### src/hw/flash_ctrl_defines.svh
`ifndef FLASH_CTRL_DEFINES_SVH
`define FLASH_CTRL_DEFINES_SVH

// register byte offsets
`define OFS_OPERATION_CODE 8'h00
`define OFS_VECTOR_VECTORS_TO_RAM_CONFIG 8'h04
`define OFS_MASKED_EVENT_STATUS 8'h08
`define OFS_EVENT_MASK 8'h0C
`define OFS_RAW_EVENT_STATUS 8'h10
`define OFS_ARRAY_SIZE 8'h14
`define OFS_PROGRAM_ADDRESS 8'h18
`define OFS_PROGRAM_WORD_0 8'h40
`define OFS_PROGRAM_WORD_1 8'h44
`define OFS_PROGRAM_WORD_2 8'h48
`define OFS_PROGRAM_WORD_3 8'h4C

// configuration field positions
`define BIT_VECTORS_TO_RAM 1
`define BIT_VECTORS_TO_NVM 3

// event field positions
`define EVT_W 6
`define EVT_OP_COMPLETE 0
`define EVT_OP_ACCEPTED 1
`define EVT_OP_WHILE_BUSY 2
`define EVT_BAD_OPCODE 3
`define EVT_ARRAY_CHECK_OK 4
`define EVT_ARRAY_ASLEEP 5

// reset values
`define RST_OPERATION_CODE 32'h0000_0000
`define RST_EVENT_MASK 6'h3F
`define RST_PROGRAM_ADDRESS 32'h0000_0000
`define RST_PROGRAM_WORD 32'h0FFF_FFFF
`define VAL_ARRAY_SIZE 32'h0000_FFFF
`define VAL_ALL_ONES 32'hFFFF_FFFF

// operation codes
`define OPC_PAGE_ERASE 32'h0000_0011
`define OPC_FULL_ARRAY_ERASE 32'h0000_0022
`define OPC_WORD_PROGRAM 32'h0000_0033
`define OPC_MULTI_WORD_PROGRAM 32'h0000_00CC

// burst geometry
`define BURST_WORDS 4

`endif

### src/hw/flash_ctrl_pkg.sv
`default_nettype none
package flash_ctrl_pkg;

  // sequencer states, gray along idle-issue-wait-next-finish
  typedef enum logic [2:0] {
    ST_IDLE = 3'h0,
    ST_ISSUE = 3'h1,
    ST_WAIT = 3'h3,
    ST_NEXT = 3'h2,
    ST_FINISH = 3'h6
  } seq_state_e;

  // operation presented to the array
  typedef enum logic [1:0] {
    OP_PAGE_ERASE = 2'h0,
    OP_FULL_ERASE = 2'h1,
    OP_PROGRAM = 2'h2
  } array_op_e;

  // operation kind latched at launch
  typedef enum logic [1:0] {
    KIND_PAGE_ERASE = 2'h0,
    KIND_FULL_ERASE = 2'h1,
    KIND_WORD = 2'h2,
    KIND_BURST = 2'h3
  } op_kind_e;

endpackage : flash_ctrl_pkg
`default_nettype wire

### src/hw/event_flags.sv
`default_nettype none
`include "flash_ctrl_defines.svh"
module event_flags (
  // clock and reset
  input wire logic clk,
  input wire logic rst_n,
  // events and software clears
  input wire logic [`EVT_W-1:0] set,
  input wire logic [`EVT_W-1:0] clr,
  input wire logic [`EVT_W-1:0] mask,
  // views
  output logic [`EVT_W-1:0] raw,
  output logic [`EVT_W-1:0] masked
);

  genvar i;
  generate
    for (i = 0; i < `EVT_W; i++) begin : g_flag
      // set wins over a clear in the same cycle
      always_ff @(posedge clk or negedge rst_n) begin
        if (!rst_n) begin
          raw[i] <= 1'b0;
        end else if (set[i]) begin
          raw[i] <= 1'b1;
        end else if (clr[i]) begin
          raw[i] <= 1'b0;
        end
      end

    end
  endgenerate

  assign masked = raw & mask;
endmodule : event_flags
`default_nettype wire

### src/hw/word_skip_map.sv
`default_nettype none
`include "flash_ctrl_defines.svh"
module word_skip_map (
  // packed program words, word 0 in the low bits
  input wire logic [32*`BURST_WORDS-1:0] words,
  // one per word that needs no programming
  output logic [`BURST_WORDS-1:0] skip
);

  genvar i;
  generate
    for (i = 0; i < `BURST_WORDS; i++) begin : g_word
      assign skip[i] = (words[32*i +: 32] == `VAL_ALL_ONES);
    end
  endgenerate

endmodule : word_skip_map
`default_nettype wire

### src/hw/flash_ctrl_register_interface.sv
// Functional notes
// - 32-bit operation code register, reset zero
// - config bit 1 maps vectors to RAM
// - config bit 3 maps vectors to flash
// - status bit 0 completion, write one clears
// - status bit 1 accepted, write one clears
// - status bit 2 opcode while busy
// - status bit 3 unrecognised opcode
// - status bit 4 whole-array check succeeded
// - status bit 5 array not ready
// - mask bits 5..0, reset ones
// - raw event view, unmasked, reset zero
// - size register reads 0xFFFF
// - program address auto-increments
// - four program words, reset as printed
// - opcodes 0x11, 0x22, 0x33, 0xCC
// - status offset shows masked events
// - burst skips all-ones words
// - erased region reads all ones
//
// Design decision made here: the APB interface to the registers.
`default_nettype none
`include "flash_ctrl_defines.svh"
module flash_ctrl_register_interface
  import flash_ctrl_pkg::*;
(
  // clock and reset
  input wire logic REF_CLK,
  input wire logic RST_N,
  // apb slave
  input wire logic PSEL,
  input wire logic PENABLE,
  input wire logic PWRITE,
  input wire logic [7:0] PADDR,
  input wire logic [31:0] PWDATA,
  output logic [31:0] PRDATA,
  output logic PREADY,
  output logic PSLVERR,
  // flash array
  output logic FL_REQ,
  output array_op_e FL_OP,
  output logic [31:0] FL_ADDR,
  output logic [31:0] FL_WDATA,
  input wire logic FL_DONE,
  input wire logic FL_READY,
  input wire logic FL_CHECK_OK,
  // vector table placement
  output logic VECTORS_TO_RAM,
  output logic VECTORS_TO_NVM
);

  logic setup;
  logic wr_en;
  logic [31:0] op_code;
  logic [`EVT_W-1:0] mask;
  logic [`EVT_W-1:0] raw;
  logic [`EVT_W-1:0] masked;
  logic [`EVT_W-1:0] evt_set;
  logic [`EVT_W-1:0] evt_clr;
  logic [31:0] address;
  logic [31:0] data [`BURST_WORDS];
  logic [32*`BURST_WORDS-1:0] data_flat;
  logic [`BURST_WORDS-1:0] skip;
  logic [1:0] slot;
  seq_state_e state;
  op_kind_e kind;
  logic ready_q;
  logic cmd_wr;
  logic busy;
  logic valid_op;
  logic start;
  logic slot_skipped;
  logic inc_addr;
  logic is_prog;
  logic [31:0] rd_mux;
  logic mapped;

  // apb handshake: one wait-free access after the setup cycle
  assign setup = PSEL & ~PENABLE;
  assign wr_en = PSEL & PENABLE & PREADY & PWRITE;

  always_ff @(posedge REF_CLK or negedge RST_N) begin
    if (!RST_N) begin
      PREADY <= 1'b0;
    end else begin
      PREADY <= setup;
    end
  end

  // read decode, sampled in the setup cycle
  always_comb begin
    rd_mux = 32'h0000_0000;
    mapped = 1'b1;
    case (PADDR)
      `OFS_OPERATION_CODE: rd_mux = op_code;
      `OFS_VECTOR_VECTORS_TO_RAM_CONFIG: begin
        rd_mux[`BIT_VECTORS_TO_RAM] = VECTORS_TO_RAM;
        rd_mux[`BIT_VECTORS_TO_NVM] = VECTORS_TO_NVM;
      end
      `OFS_MASKED_EVENT_STATUS: rd_mux[`EVT_W-1:0] = masked;
      `OFS_EVENT_MASK: rd_mux[`EVT_W-1:0] = mask;
      `OFS_RAW_EVENT_STATUS: rd_mux[`EVT_W-1:0] = raw;
      `OFS_ARRAY_SIZE: rd_mux = `VAL_ARRAY_SIZE;
      `OFS_PROGRAM_ADDRESS: rd_mux = address;
      `OFS_PROGRAM_WORD_0: rd_mux = data[0];
      `OFS_PROGRAM_WORD_1: rd_mux = data[1];
      `OFS_PROGRAM_WORD_2: rd_mux = data[2];
      `OFS_PROGRAM_WORD_3: rd_mux = data[3];
      default: mapped = 1'b0;
    endcase
  end

  always_ff @(posedge REF_CLK or negedge RST_N) begin
    if (!RST_N) begin
      PRDATA <= 32'h0000_0000;
      PSLVERR <= 1'b0;
    end else if (setup) begin
      PRDATA <= PWRITE ? 32'h0000_0000 : rd_mux;
      PSLVERR <= ~mapped;
    end else begin
      PSLVERR <= 1'b0;
    end
  end

  // operation code and launch checks
  assign cmd_wr = wr_en & (PADDR == `OFS_OPERATION_CODE);
  assign busy = (state != ST_IDLE);
  assign valid_op = (PWDATA == `OPC_PAGE_ERASE) | (PWDATA == `OPC_FULL_ARRAY_ERASE) |
                    (PWDATA == `OPC_WORD_PROGRAM) | (PWDATA == `OPC_MULTI_WORD_PROGRAM);
  assign start = cmd_wr & ~busy & valid_op;

  always_ff @(posedge REF_CLK or negedge RST_N) begin
    if (!RST_N) begin
      op_code <= `RST_OPERATION_CODE;
    end else if (cmd_wr & ~busy) begin
      op_code <= PWDATA;
    end
  end

  // vector table placement; reserved bits are not stored
  always_ff @(posedge REF_CLK or negedge RST_N) begin
    if (!RST_N) begin
      VECTORS_TO_RAM <= 1'b0;
      VECTORS_TO_NVM <= 1'b0;
    end else if (wr_en & (PADDR == `OFS_VECTOR_VECTORS_TO_RAM_CONFIG)) begin
      VECTORS_TO_RAM <= PWDATA[`BIT_VECTORS_TO_RAM];
      VECTORS_TO_NVM <= PWDATA[`BIT_VECTORS_TO_NVM];
    end
  end

  always_ff @(posedge REF_CLK or negedge RST_N) begin
    if (!RST_N) begin
      mask <= `RST_EVENT_MASK;
    end else if (wr_en & (PADDR == `OFS_EVENT_MASK)) begin
      mask <= PWDATA[`EVT_W-1:0];
    end
  end

  // program words
  always_ff @(posedge REF_CLK or negedge RST_N) begin
    if (!RST_N) begin
      for (int k = 0; k < `BURST_WORDS; k++) begin
        data[k] <= `RST_PROGRAM_WORD;
      end
    end else if (wr_en & (PADDR >= `OFS_PROGRAM_WORD_0) & (PADDR <= `OFS_PROGRAM_WORD_3) &
                 (PADDR[1:0] == 2'h0)) begin
      data[PADDR[3:2]] <= PWDATA;
    end
  end

  generate
    for (genvar w = 0; w < `BURST_WORDS; w++) begin : g_flat
      assign data_flat[32*w +: 32] = data[w];
    end
  endgenerate

  word_skip_map word_skip_map_inst (
    .words(data_flat),
    .skip(skip)
  );

  // program address: the sequencer's advance wins over a software write
  assign is_prog = (kind == KIND_WORD) | (kind == KIND_BURST);
  assign slot_skipped = (state == ST_ISSUE) & (kind == KIND_BURST) & skip[slot];
  assign inc_addr = slot_skipped | ((state == ST_WAIT) & FL_DONE & is_prog);

  always_ff @(posedge REF_CLK or negedge RST_N) begin
    if (!RST_N) begin
      address <= `RST_PROGRAM_ADDRESS;
    end else if (inc_addr) begin
      address <= address + 32'h0000_0001;
    end else if (wr_en & (PADDR == `OFS_PROGRAM_ADDRESS)) begin
      address <= PWDATA;
    end
  end

  // sequencer
  always_ff @(posedge REF_CLK or negedge RST_N) begin
    if (!RST_N) begin
      state <= ST_IDLE;
      kind <= KIND_PAGE_ERASE;
      slot <= 2'h0;
    end else begin
      case (state)
        ST_IDLE: begin
          if (start) begin
            state <= ST_ISSUE;
            slot <= 2'h0;
            case (PWDATA)
              `OPC_PAGE_ERASE: kind <= KIND_PAGE_ERASE;
              `OPC_FULL_ARRAY_ERASE: kind <= KIND_FULL_ERASE;
              `OPC_WORD_PROGRAM: kind <= KIND_WORD;
              default: kind <= KIND_BURST;
            endcase
          end
        end
        ST_ISSUE: begin
          if (slot_skipped) begin
            state <= (slot == 2'h3) ? ST_FINISH : ST_NEXT;
          end else begin
            state <= ST_WAIT;
          end
        end
        ST_WAIT: begin
          if (FL_DONE) begin
            state <= ((kind == KIND_BURST) && (slot != 2'h3)) ? ST_NEXT : ST_FINISH;
          end
        end
        ST_NEXT: begin
          slot <= slot + 2'h1;
          state <= ST_ISSUE;
        end
        ST_FINISH: state <= ST_IDLE;
        default: state <= ST_IDLE;
      endcase
    end
  end

  // array request, held until the array reports done
  always_ff @(posedge REF_CLK or negedge RST_N) begin
    if (!RST_N) begin
      FL_REQ <= 1'b0;
      FL_OP <= OP_PAGE_ERASE;
      FL_ADDR <= 32'h0000_0000;
      FL_WDATA <= `VAL_ALL_ONES;
    end else if ((state == ST_ISSUE) & ~slot_skipped) begin
      FL_REQ <= 1'b1;
      FL_ADDR <= address;
      case (kind)
        KIND_PAGE_ERASE: begin
          FL_OP <= OP_PAGE_ERASE;
          FL_WDATA <= `VAL_ALL_ONES;
        end
        KIND_FULL_ERASE: begin
          FL_OP <= OP_FULL_ERASE;
          FL_WDATA <= `VAL_ALL_ONES;
        end
        default: begin
          FL_OP <= OP_PROGRAM;
          FL_WDATA <= data[slot];
        end
      endcase
    end else if ((state == ST_WAIT) & FL_DONE) begin
      FL_REQ <= 1'b0;
    end
  end

  // array readiness edge
  always_ff @(posedge REF_CLK or negedge RST_N) begin
    if (!RST_N) begin
      ready_q <= 1'b1;
    end else begin
      ready_q <= FL_READY;
    end
  end

  // event sources and write-one clears from either view
  always_comb begin
    evt_set = '0;
    evt_set[`EVT_OP_COMPLETE] = (state == ST_FINISH);
    evt_set[`EVT_OP_ACCEPTED] = start;
    evt_set[`EVT_OP_WHILE_BUSY] = cmd_wr & busy;
    evt_set[`EVT_BAD_OPCODE] = cmd_wr & ~busy & ~valid_op;
    evt_set[`EVT_ARRAY_CHECK_OK] = FL_CHECK_OK;
    evt_set[`EVT_ARRAY_ASLEEP] = ready_q & ~FL_READY;
  end

  assign evt_clr = (wr_en & ((PADDR == `OFS_MASKED_EVENT_STATUS) |
                    (PADDR == `OFS_RAW_EVENT_STATUS))) ? PWDATA[`EVT_W-1:0] : '0;

  event_flags event_flags_inst (
    .clk(REF_CLK),
    .rst_n(RST_N),
    .set(evt_set),
    .clr(evt_clr),
    .mask(mask),
    .raw(raw),
    .masked(masked)
  );
endmodule : flash_ctrl_register_interface
`default_nettype wire

### config.mk
export PLATFORM = sky130hd
export DESIGN_NAME = flash_ctrl_register_interface
export DESIGN_NICKNAME = d
export VERILOG_FILES = /design/src/hw/flash_ctrl_pkg.sv /design/src/hw/event_flags.sv /design/src/hw/word_skip_map.sv /design/src/hw/flash_ctrl_register_interface.sv
export VERILOG_INCLUDE_DIRS = /design/src /design/src/hw
export SDC_FILE = /design/constraint.sdc
export NUM_CORES = 1
export LEC_CHECK = 0
export ABC_AREA = 1
export BUFFER_PORTS_ARGS = -buffer_cell sky130_fd_sc_hd__buf_2
export CORE_MARGIN = 8
export CORE_UTILIZATION = 25
export DETAILED_ROUTE_END_ITERATION = 12
export GPL_ROUTABILITY_DRIVEN = 1
export HOLD_SLACK_MARGIN = 0.05
export SLEW_MARGIN = 10
export SYNTH_ARGS = -nofsm -noshare
export SYNTH_HDL_FRONTEND = slang
export SYNTH_SLANG_ARGS = --single-unit
### constraint.sdc
create_clock -name REF_CLK -period 2.21 [get_ports REF_CLK]
set_input_delay 0.1105 -clock REF_CLK [delete_from_list [all_inputs] [get_ports REF_CLK]]
set_output_delay 0.1105 -clock REF_CLK [all_outputs]
set_load 0.005 [all_outputs]
==> results.sh, run 1 <==
export IMPL_routed_via_density=4.85
export IMPL_cts_tree="yes"
export IMPL_drc=0
export IMPL_fin_hold_ws_ps=76.7
export IMPL_overflow=0
export IMPL_ys_warn_count=0
export IMPL_dr_pass1_iters=6
export IMPL_critPathMaxFanout=16
export IMPL_rsz0062_at_grt="no"
export IMPL_arrival_ps=2530
export IMPL_period_share_pct=94.7
export IMPL_ys_top_cells_by_count="nand2_1, nor2_1, o21ai_0, dfrtp_1, o21ai_1"
export IMPL_crit_path_end_kind="register"
export IMPL_irDropWorstVdd_v=0.000477
export IMPL_critPathKind="register to register"
export IMPL_cts_setup_buffers=0
export IMPL_pin_count=151
export IMPL_r2r_end="address[24]"
export IMPL_dpl_hpwl_mm=43.8
export IMPL_syn_area_sq_um=16400
export IMPL_cts_buffers=37
export IMPL_pwr_density_cell_nw_per_um2=1030
export IMPL_synthFlopType="dfrtp_1"
export IMPL_min_period_ps=2090
export IMPL_tightestPinTransition_ps=638
export IMPL_r2r_slack_ps=120
export IMPL_clkSinkCount=315
export IMPL_grt_max_degree=79
export IMPL_core_sq_um=65300
export IMPL_critical_path_startpoint="data[21]"
export IMPL_die_width_microns=272
export IMPL_synth_yosys_seq_area_share_pct=49.3
export IMPL_finish_utilization_pct=31.1
export IMPL_vias=15800
export IMPL_synth_cells=2170
export IMPL_ys_types=46
export IMPL_die_h_microns=272
export IMPL_grt_antenna_before_repair=1
export IMPL_slew_headroom_pct=57.0
export IMPL_setup_viol=0
export IMPL_ys_ff_latch=315
export IMPL_grt_first_pass_wirelength_mm=95.2
export IMPL_port_buffers=150
export IMPL_layout_setup_ws_ps=118
export IMPL_clock_fmax_mhz=478
export IMPL_syn_area_per_cell_sq_um=7.54
export IMPL_post_place_ws_ps=83.8
export IMPL_timing_rr_start="data[21]"
export IMPL_hold_path_class="input port to register"
export IMPL_wl_mm=62.5
export IMPL_drive_above_1_share_pct=19.9
export IMPL_diodes=0
export IMPL_syn_nets=2220
export IMPL_clk_path_buf_depth=3
export IMPL_synth_area_leader_cell="dfrtp_1"
export IMPL_maxCapViolations=0
export IMPL_clk_pin_slew_worst_paths_ps=60
export IMPL_htreeDepth=2
export IMPL_skew_ps=18.0
export IMPL_wl_per_cell_microns=19.2
export IMPL_clockRootBuffer="clkbuf_16"
export IMPL_synth_top_area_share_pct=25.1
export IMPL_ff2ff_path_depth=12
export IMPL_crit_required_ps=2650
export IMPL_drtAntennaViolNets=0
export IMPL_synth_most_common_cell="nand2_1"
export IMPL_endpoint="address[24]"
export IMPL_crit_path_start_kind="register"
export IMPL_initial_core_util_pct=25.1
export IMPL_syn_to_final_growth_pct=24.0
export IMPL_gp_congestion=0.911
export IMPL_drt_iter0_drc=1534
export IMPL_clk_latency_ps=560
export IMPL_async_flop_share_pct=100
export IMPL_num_rows=94
export IMPL_setup_tns_ps=0
export IMPL_final_max_slew_viol_count=0
export IMPL_nFillCells=6984
export IMPL_synth_edf_count=0
export IMPL_grt_pass1_vias=14900
export IMPL_ys_top_cells_by_area="dfrtp_1, dfstp_2, nand2_1"
export IMPL_timing_hold_violations_final=0
export IMPL_fin_nets=2412
export IMPL_status="completed"
export IMPL_grt_total_usage_pct=16.4
export IMPL_p_leak_nw=9.04
export IMPL_dieArea_sq_um=73900
-- report_power, final --
group	total (mW)	leakage (nW)	switching, mW	internal (mW)
registers	7.61	3.67	0.806	6.81
logic	6.78	4.74	4.41	2.36
clock network	6.53	0.631	2.60	3.93
total	20.9	9.04	7.82	13.1
-- final cells by class --
cell class | instances | area (sq um) | share of cell area, %
clock buffers | 59 | 1150 | 5.67
flip-flops and latches | 315 | 8070 | 39.8
repair buffers | 268 | 2030 | 9.99
multi-input cells | 1599 | 7310 | 36.0
clock inverters | 9 | 124 | 0.610
inverters | 141 | 531 | 2.61
well taps | 864 | 1080 | 5.33
-- how the worst min path moves through the flow --
stage,startpoint,to,slack [ps],cells after the start
after floorplan,RST_N,FL_ADDR[0],-190,0
after global placement,RST_N,PRDATA[10],30,1
after global routing,PADDR[4],data[105],70,4
final,PADDR[4],data[105],80,4
after CTS,PADDR[4],data[105],60,4
after detailed placement,RST_N,PRDATA[10],30,1
-- per-layer routing --
layer / track usage, % / vias up / wire length, microns
li1: - / 7472 / -
met2: 25.7 / 678 / 28400
met5: 0 / - / 12
met1: 22.6 / 7525 / 27100
met4: 4.71 / 2 / 1910
met3: 3.42 / 115 / 5110
-- what timing repair did --
item	CTS	global route
resized for setup	0	10
hold buffers	44	0
endpoints found under the hold margin	378	0
setup endpoints to repair	0	72
-- flip-flops by register name, summed over array words and instances, names as in the netlist --
name	flops
data	128
FL_ADDR	32
FL_WDATA	32
PRDATA	32
address	32
op_code	32
event_flags_inst.raw	6
mask	6
state	3
FL_OP	2
kind	2
slot	2
FL_REQ	1
PREADY	1
PSLVERR	1
VECTORS_TO_NVM	1
VECTORS_TO_RAM	1
ready_q	1
-- cell families (layout without fill, tap and decap cells) --
kind of cell,count (synthesis),count (layout),synth area share [%]
and+or+nand+nor,1155,1156,29.3
buffers and inverters,257,477,6.42
xor gates and xnor gates,27,27,1.44
adders and majority gates,2,2,0.153
DFF,315,315,49.3
AOI/OAI and AO/OA,414,414,13.4
-- placed cells by master, fill, tap and decap left out, types with 4 or more instances in the layout --
master,instances
dfrtp_1,163
clkbuf_8,10
inv_2,12
nor2_2,12
clkinv_2,6
o22ai_1,28
nand3_1,84
clkbuf_1,10
buf_2,149
o31ai_1,4
o21ai_1,160
clkbuf_16,40
nor3_1,21
nand4_1,66
xor2_1,26
a22o_1,4
nand2_1,775
buf_12,20
dlygate4sd3_1,44
inv_1,126
dfstp_2,151
a21oi_1,31
o21ai_0,175
nand3_4,4
buf_4,52
nor2_1,172
-- worst max-delay path, cell delays in order, from the launching register on --
cell,delay [ps]
dfstp_2,570
nand2_1,70
nor2_1,170
nand2_1,130
nor2_1,130
nand3_1,100
nand3_2,110
nand3_4,170
nand2_4,170
clkbuf_16,200
nand2_1,70
nand2_1,50
nand2_1,40
-- per-stage QoR --
step	total power [mW]	cell area [sq um]	instances
after CTS	20.9	20200	3253
after detailed placement	14.3	18500	3141
after floorplan	11.4	16400	2170
after global placement	14.2	18500	3141
final	20.9	20300	3255
after global routing	22.2	20300	3255
(Power assumes the default switching activity.)
==> inputs of run 2 (changes only) <==
--- a/config.mk
+++ b/config.mk
@@ -16,4 +16,5 @@
 export SLEW_MARGIN = 10
 export SYNTH_ARGS = -nofsm -noshare
 export SYNTH_HDL_FRONTEND = slang
+export SYNTH_HIERARCHICAL = 1
 export SYNTH_SLANG_ARGS = --single-unit
==> results.sh, run 2 <==
export IMPL_status="completed"
export IMPL_ys_warn_count=6
export IMPL_ys_top_cells_by_area="dfrtp_1, dfstp_2, nand2_1"
export IMPL_num_rows=94
export IMPL_crit_path_start_kind="register"
export IMPL_dpl_hpwl_mm=43.7
export IMPL_dieArea_sq_um=74500
export IMPL_clk_pin_slew_worst_paths_ps=70
export IMPL_synth_most_common_cell="nand2_1"
export IMPL_finish_utilization_pct=32.1
export IMPL_crit_required_ps=2580
export IMPL_synth_fa_ha_area_share_pct=0.152
export IMPL_ys_ff_latch=315
export IMPL_pin_count=151
export IMPL_htreeDepth=2
export IMPL_grt_max_degree=70
export IMPL_grt_pass1_vias=14900
export IMPL_ys_types=45
export IMPL_irDropWorstVdd_v=0.000429
export IMPL_ys_top_cells_by_count="nand2_1, o21ai_0, inv_1, nor2_1, dfrtp_1"
export IMPL_cts_tree="yes"
export IMPL_synth_cells=2128
export IMPL_wl_mm=59.7
export IMPL_synth_top_family_by_area="simple AND/OR/NAND/NOR gates"
export IMPL_drive_above_1_share_pct=26.3
export IMPL_diodes=0
export IMPL_synth_compound_area_share_pct=18.2
export IMPL_arrival_ps=2510
export IMPL_layout_commonest_cell="nand2_1"
export IMPL_crit_path_end_kind="register"
export IMPL_skew_ps=26.4
export IMPL_syn_area_sq_um=16500
export IMPL_dp_cells=3185
export IMPL_critPathKind="register to register"
export IMPL_grt_antenna_before_repair=0
export IMPL_cp_common_cell="nand2_1"
export IMPL_synth_edf_count=0
export IMPL_layout_setup_ws_ps=74.7
export IMPL_total_power_mw=13.0
export IMPL_final_cell_mix="nand2_1, o21ai_0, inv_1"
export IMPL_post_place_ws_ps=-52.4
export IMPL_syn_to_final_growth_pct=27.5
export IMPL_min_period_ps=2140
export IMPL_tightestPinTransition_ps=799
export IMPL_synthFlopType="dfrtp_1"
export IMPL_port_buffers=150
export IMPL_synthMuxAreaShare_pct=0
export IMPL_synth_top_area_share_pct=24.9
export IMPL_slew_headroom_pct=46.6
export IMPL_drt_iter0_drc=1558
export IMPL_vias=15600
export IMPL_critical_path_max_stage_delay_ps=530
export IMPL_clk_latency_ps=540
export IMPL_overflow=0
export IMPL_grt_first_pass_wirelength_mm=92.2
export IMPL_synth_yosys_seq_area_share_pct=48.9
export IMPL_setup_viol=0
export IMPL_syn_nets=2178
export IMPL_synth_area_leader_cell="dfrtp_1"
export IMPL_async_flop_share_pct=100
export IMPL_clock_fmax_mhz=468
export IMPL_clk_path_buf_depth=3
export IMPL_dr_pass1_iters=6
export IMPL_setup_tns_ps=0
export IMPL_clockRootBuffer="clkbuf_16"
export IMPL_critPathMaxFanout=8
export IMPL_cpMaxStageDelayCell="dfstp_2"
export IMPL_cts_buffers=37
export IMPL_synth_xor_area_share_pct=0.531
export IMPL_pwr_density_cell_nw_per_um2=620
export IMPL_timing_hold_violations_final=0
export IMPL_core_sq_um=65500
export IMPL_drtAntennaViolNets=0
export IMPL_final_cells=3294
export IMPL_fin_nets=2452
export IMPL_hold_path_class="input port to register"
export IMPL_initial_core_util_pct=25.2
export IMPL_p_leak_nw=9.69
export IMPL_nFillCells=6939
export IMPL_syn_area_per_cell_sq_um=7.75
export IMPL_clkSinkCount=315
export IMPL_wl_per_cell_microns=18.1
export IMPL_die_h_microns=273
export IMPL_synth_simple_area_share_pct=24.1
export IMPL_die_width_microns=273
export IMPL_routed_via_density=4.73
export IMPL_drc=0
export IMPL_largest_register="data"
export IMPL_maxCapViolations=0
export IMPL_final_max_slew_viol_count=0
export IMPL_period_share_pct=96.6
export IMPL_path_cells="nand2_1 > inv_1 > nand2_1 > nor2_2 > nand2_2 > nor2_1 > nand2_1 > nand3_2 > nand3_4 > nand2_4 > buf_4 > nor2_4 > buf_6 > nand2_1 > o221ai_1"
export IMPL_grt_total_usage_pct=15.7
export IMPL_largest_reg_flops=128
export IMPL_gp_congestion=0.932
[run 2: cell count changes after synthesis, sizes merged, moves of 13 or more]
cell and change:
xor2 -16, clkbuf -18, inv +83, nand3 +13
o22ai -24, o21ai +59, a21oi +79, nand2 -196
nand4 -33
[run 2: timing repair]
action / CTS / global route
resized for setup: 10 / 25
hold buffers: 34 / 0
endpoints found under the hold margin: 307 / 0
pin swaps: 5 / 10
gates cloned: 1 / 1
endpoints found under the setup margin: 45 / 98
buffers inserted: 0 / 6
[run 2: cells by family (layout without fill, tap and decap cells)]
logic type               Yosys count  in the layout
AO/OA/AOI/OAI                    548            548
AND/OR/NAND/NOR                  926            926
adder cells (fa/ha/maj)            2              2
XOR/XNOR                          10             10
flip-flops                       315            315
buffers and inverters            327            629
[run 2: where the power goes]
| part | total [mW] | internal [mW] | switching [mW] |
|---|---|---|---|
| Sequential | 5.84 | 5.82 | 0.0197 |
| Combinational | 0.572 | 0.165 | 0.408 |
| Clock | 6.62 | 4.07 | 2.55 |
[run 2: worst max-delay path, delay by kind of cell, from the launching register on]
kind            cells  cell delay (ps)
buf+inv             3              320
simple gates       11              990
compound gates      1              120
flops               1              530
[run 2: worst paths after layout]
check | from | end | slack, ps | depth (start not counted)
setup / recovery | data[55] | address[10] | 70 | 15
hold / removal | PWDATA[8] | data[72] | 80 | 3
setup reg to reg | data[55] | address[10] | 70 | 15
hold reg to reg | PRDATA[10] | PRDATA[10] | 480 | 2
max in group asynchronous | RST_N | FL_WDATA[1] | 1290 | 3
min in group asynchronous | RST_N | event_flags_inst/raw[3] | 120 | 2
[run 2: layout make-up]
| class | instances | area (sq um) | share of cell area [%] |
|---|---|---|---|
| sequential | 315 | 8070 | 38.4 |
| multi-input combinational | 1486 | 7160 | 34.1 |
| timing repair buffer | 337 | 2560 | 12.2 |
| tap | 864 | 1080 | 5.14 |
| clock buffer | 52 | 1060 | 5.05 |
| inverter | 225 | 850 | 4.04 |
| clock inverter | 15 | 241 | 1.15 |
[run 2: stage by stage]
stage          hold slack (ps)  instance area [sq um]
3_5_place_dp              80.9                  19200
5_1_grt                   70.4                  21000
6_report                  77.7                  21000
2_1_floorplan             -185                  16500
4_1_cts                   57.6                  20900
3_3_place_gp              84.2                  19200
[run 2: metal layers]
metal / part of all wire, % / routed length, microns / up-vias / global-route usage (%)
met2: 45 / 27100 / 565 / 24.9
met1: 44 / 26100 / 7398 / 21.4
met4: 2.9 / 1720 / 0 / 4.72
met3: 8.0 / 4770 / 99 / 3.30
met5: 0 / 0 / - / 0
li1: - / - / 7514 / -
==> inputs of run 3 (changes only) <==
--- a/config.mk
+++ b/config.mk
@@ -9,10 +9,11 @@
 export ABC_AREA = 1
 export BUFFER_PORTS_ARGS = -buffer_cell sky130_fd_sc_hd__buf_2
 export CORE_MARGIN = 8
-export CORE_UTILIZATION = 25
+export CORE_UTILIZATION = 50
 export DETAILED_ROUTE_END_ITERATION = 12
 export GPL_ROUTABILITY_DRIVEN = 1
 export HOLD_SLACK_MARGIN = 0.05
+export PLACE_DENSITY = 0.69
 export SLEW_MARGIN = 10
 export SYNTH_ARGS = -nofsm -noshare
 export SYNTH_HDL_FRONTEND = slang
==> results.sh, run 3 (same netlist as run 2, synthesis figures left out) <==
export IMPL_status="completed"
export IMPL_wl_per_cell_microns=19.5
export IMPL_largest_register="data"
export IMPL_period_share_pct=97.0
export IMPL_port_buffers=150
export IMPL_num_rows=66
export IMPL_grt_max_degree=68
export IMPL_rsz0062_at_grt="yes"
export IMPL_placed_area_sq_um=18800
export IMPL_critPathKind="register to register"
export IMPL_hp_start="PWDATA[12]"
export IMPL_vias=16100
export IMPL_min_period_ps=2140
export IMPL_p_int_mw=9.43
export IMPL_clock_fmax_mhz=467
export IMPL_arrival_ps=2560
export IMPL_final_max_slew_viol_count=0
export IMPL_drtAntennaViolNets=0
export IMPL_routed_top_layer="met4"
export IMPL_wl_mm=56.4
export IMPL_tightestPinTransition_ps=636
export IMPL_cts_buffers=36
export IMPL_dr_pass1_iters=5
export IMPL_critPathMaxFanout=4
export IMPL_power_switching_mw=2.85
export IMPL_timing_rr_start="data[24]"
export IMPL_die_width_microns=198
export IMPL_p_leak_nw=9.69
export IMPL_pwr_density_cell_nw_per_um2=600
export IMPL_crit_path_start_kind="register"
export IMPL_p_comb_share_pct=4.7
export IMPL_total_power_mw=12.3
export IMPL_timing_hold_violations_final=0
export IMPL_core_sq_um=32500
export IMPL_drt_iter0_drc=1483
export IMPL_clk_latency_ps=530
export IMPL_syn_to_final_growth_pct=24.2
export IMPL_irDropWorstVdd_v=0.000605
export IMPL_layout_commonest_cell="nand2_1"
export IMPL_gp_congestion=0.968
export IMPL_seqPwrFrac_pct=47.6
export IMPL_wl_met3_mm=4.75
export IMPL_diodes=0
export IMPL_fin_hold_ws_ps=72.0
export IMPL_crit_required_ps=2630
export IMPL_final_cell_mix="nand2_1, o21ai_0, inv_1"
export IMPL_post_place_ws_ps=-165
export IMPL_crit_path_end_kind="register"
export IMPL_drt_met1_wl_mm=22.2
export IMPL_pin_count=151
export IMPL_overflow=0
export IMPL_clkSinkCount=315
export IMPL_grt_first_pass_wirelength_mm=88.3
export IMPL_fin_nets=2467
export IMPL_grt_antenna_before_repair=0
export IMPL_hold_path_class="input port to register"
export IMPL_critical_path_startpoint="data[24]"
export IMPL_grt_pass1_vias=15800
export IMPL_design_area_sq_um=20500
export IMPL_wl_met2_mm=26.8
export IMPL_largest_reg_flops=128
export IMPL_clk_pin_slew_worst_paths_ps=60
export IMPL_skew_ps=16.9
export IMPL_die_h_microns=198
export IMPL_dieArea_sq_um=39100
export IMPL_p_clk_share_pct=47.8
export IMPL_clockRootBuffer="clkbuf_16"
export IMPL_htreeDepth=2
export IMPL_layout_setup_ws_ps=67.3
export IMPL_drc=0
export IMPL_drive_above_1_share_pct=26.2
export IMPL_setup_viol=0
export IMPL_grt_total_usage_pct=28.9
export IMPL_clk_path_buf_depth=3
export IMPL_dpl_hpwl_mm=39.8
export IMPL_routed_via_density=5.56
export IMPL_maxCapViolations=0
export IMPL_initial_core_util_pct=50.7
export IMPL_swShare_pct=23.2
export IMPL_slew_headroom_pct=57.6
export IMPL_cts_tree="yes"
==> run 3: area by class of cell <==
class | instances | area (sq um)
fillers | 2963 | 12100
repair buffers | 353 | 2700
well taps | 442 | 553
clock inverters | 6 | 43.8
multi-input cells | 1486 | 7160
inverters | 225 | 847
clock buffers | 60 | 1110
flip-flops and latches | 315 | 8070
==> run 3: power groups by stage <==
stage | logic, mW | clock network, mW | registers (mW)
floorplan | 0.175 | 0 | 5.94
global placement | 0.517 | 0 | 5.93
detailed placement | 0.524 | 0 | 5.94
CTS | 0.573 | 5.94 | 5.84
global route | 0.623 | 6.14 | 5.84
finish | 0.572 | 5.87 | 5.84
==> run 3: worst paths after layout <==
kind | to | depth (start not counted) | slack (ps)
max | address[19] | 16 | 70
min reg2reg | PRDATA[17] | 2 | 470
min in group asynchronous | event_flags_inst/raw[3] | 2 | 100
max in group asynchronous | FL_WDATA[26] | 3 | 1290
min | op_code[12] | 3 | 70
max reg2reg | address[19] | 16 | 70
==> run 3: critical path: stages (launching register included) <==
cell	delay (ps)
dfstp_2	530
nand2_1	50
inv_1	60
nand2_1	80
nor2_2	150
nand2_2	100
nor2_1	110
nand2_1	70
nand3_2	100
nand3_4	120
nand2_4	120
inv_2	80
nand2_1	100
buf_4	120
nand2_1	40
a31oi_1	150
nor2_1	60
==> run 3: per-stage QoR <==
step	setup TNS [ps]	cells	util (%)
3_5_place_dp	-2580	2782	57.9
2_1_floorplan	0	2128	-
5_1_grt	-185	2887	62.9
4_1_cts	0	2885	62.7
3_3_place_gp	-2570	2782	57.9
6_report	0	2887	62.9
==> run 3: what timing repair did <==
| action | in CTS | in global routing |
|---|---|---|
| setup endpoints to repair | 67 | 58 |
| gates resized for setup | 10 | 19 |
| hold buffers | 34 | 0 |
| setup buffers | 2 | 0 |
| gates cloned | 1 | 2 |
| pin swaps | 8 | 11 |
| endpoints found under the hold margin | 284 | 0 |
==> run 3: routing by layer <==
layer | GRT usage, % | vias up
met1 | 36.1 | 7594
met5 | 0 | -
li1 | - | 7541
met4 | 14.0 | 0
met3 | 5.13 | 160
met2 | 48.1 | 759
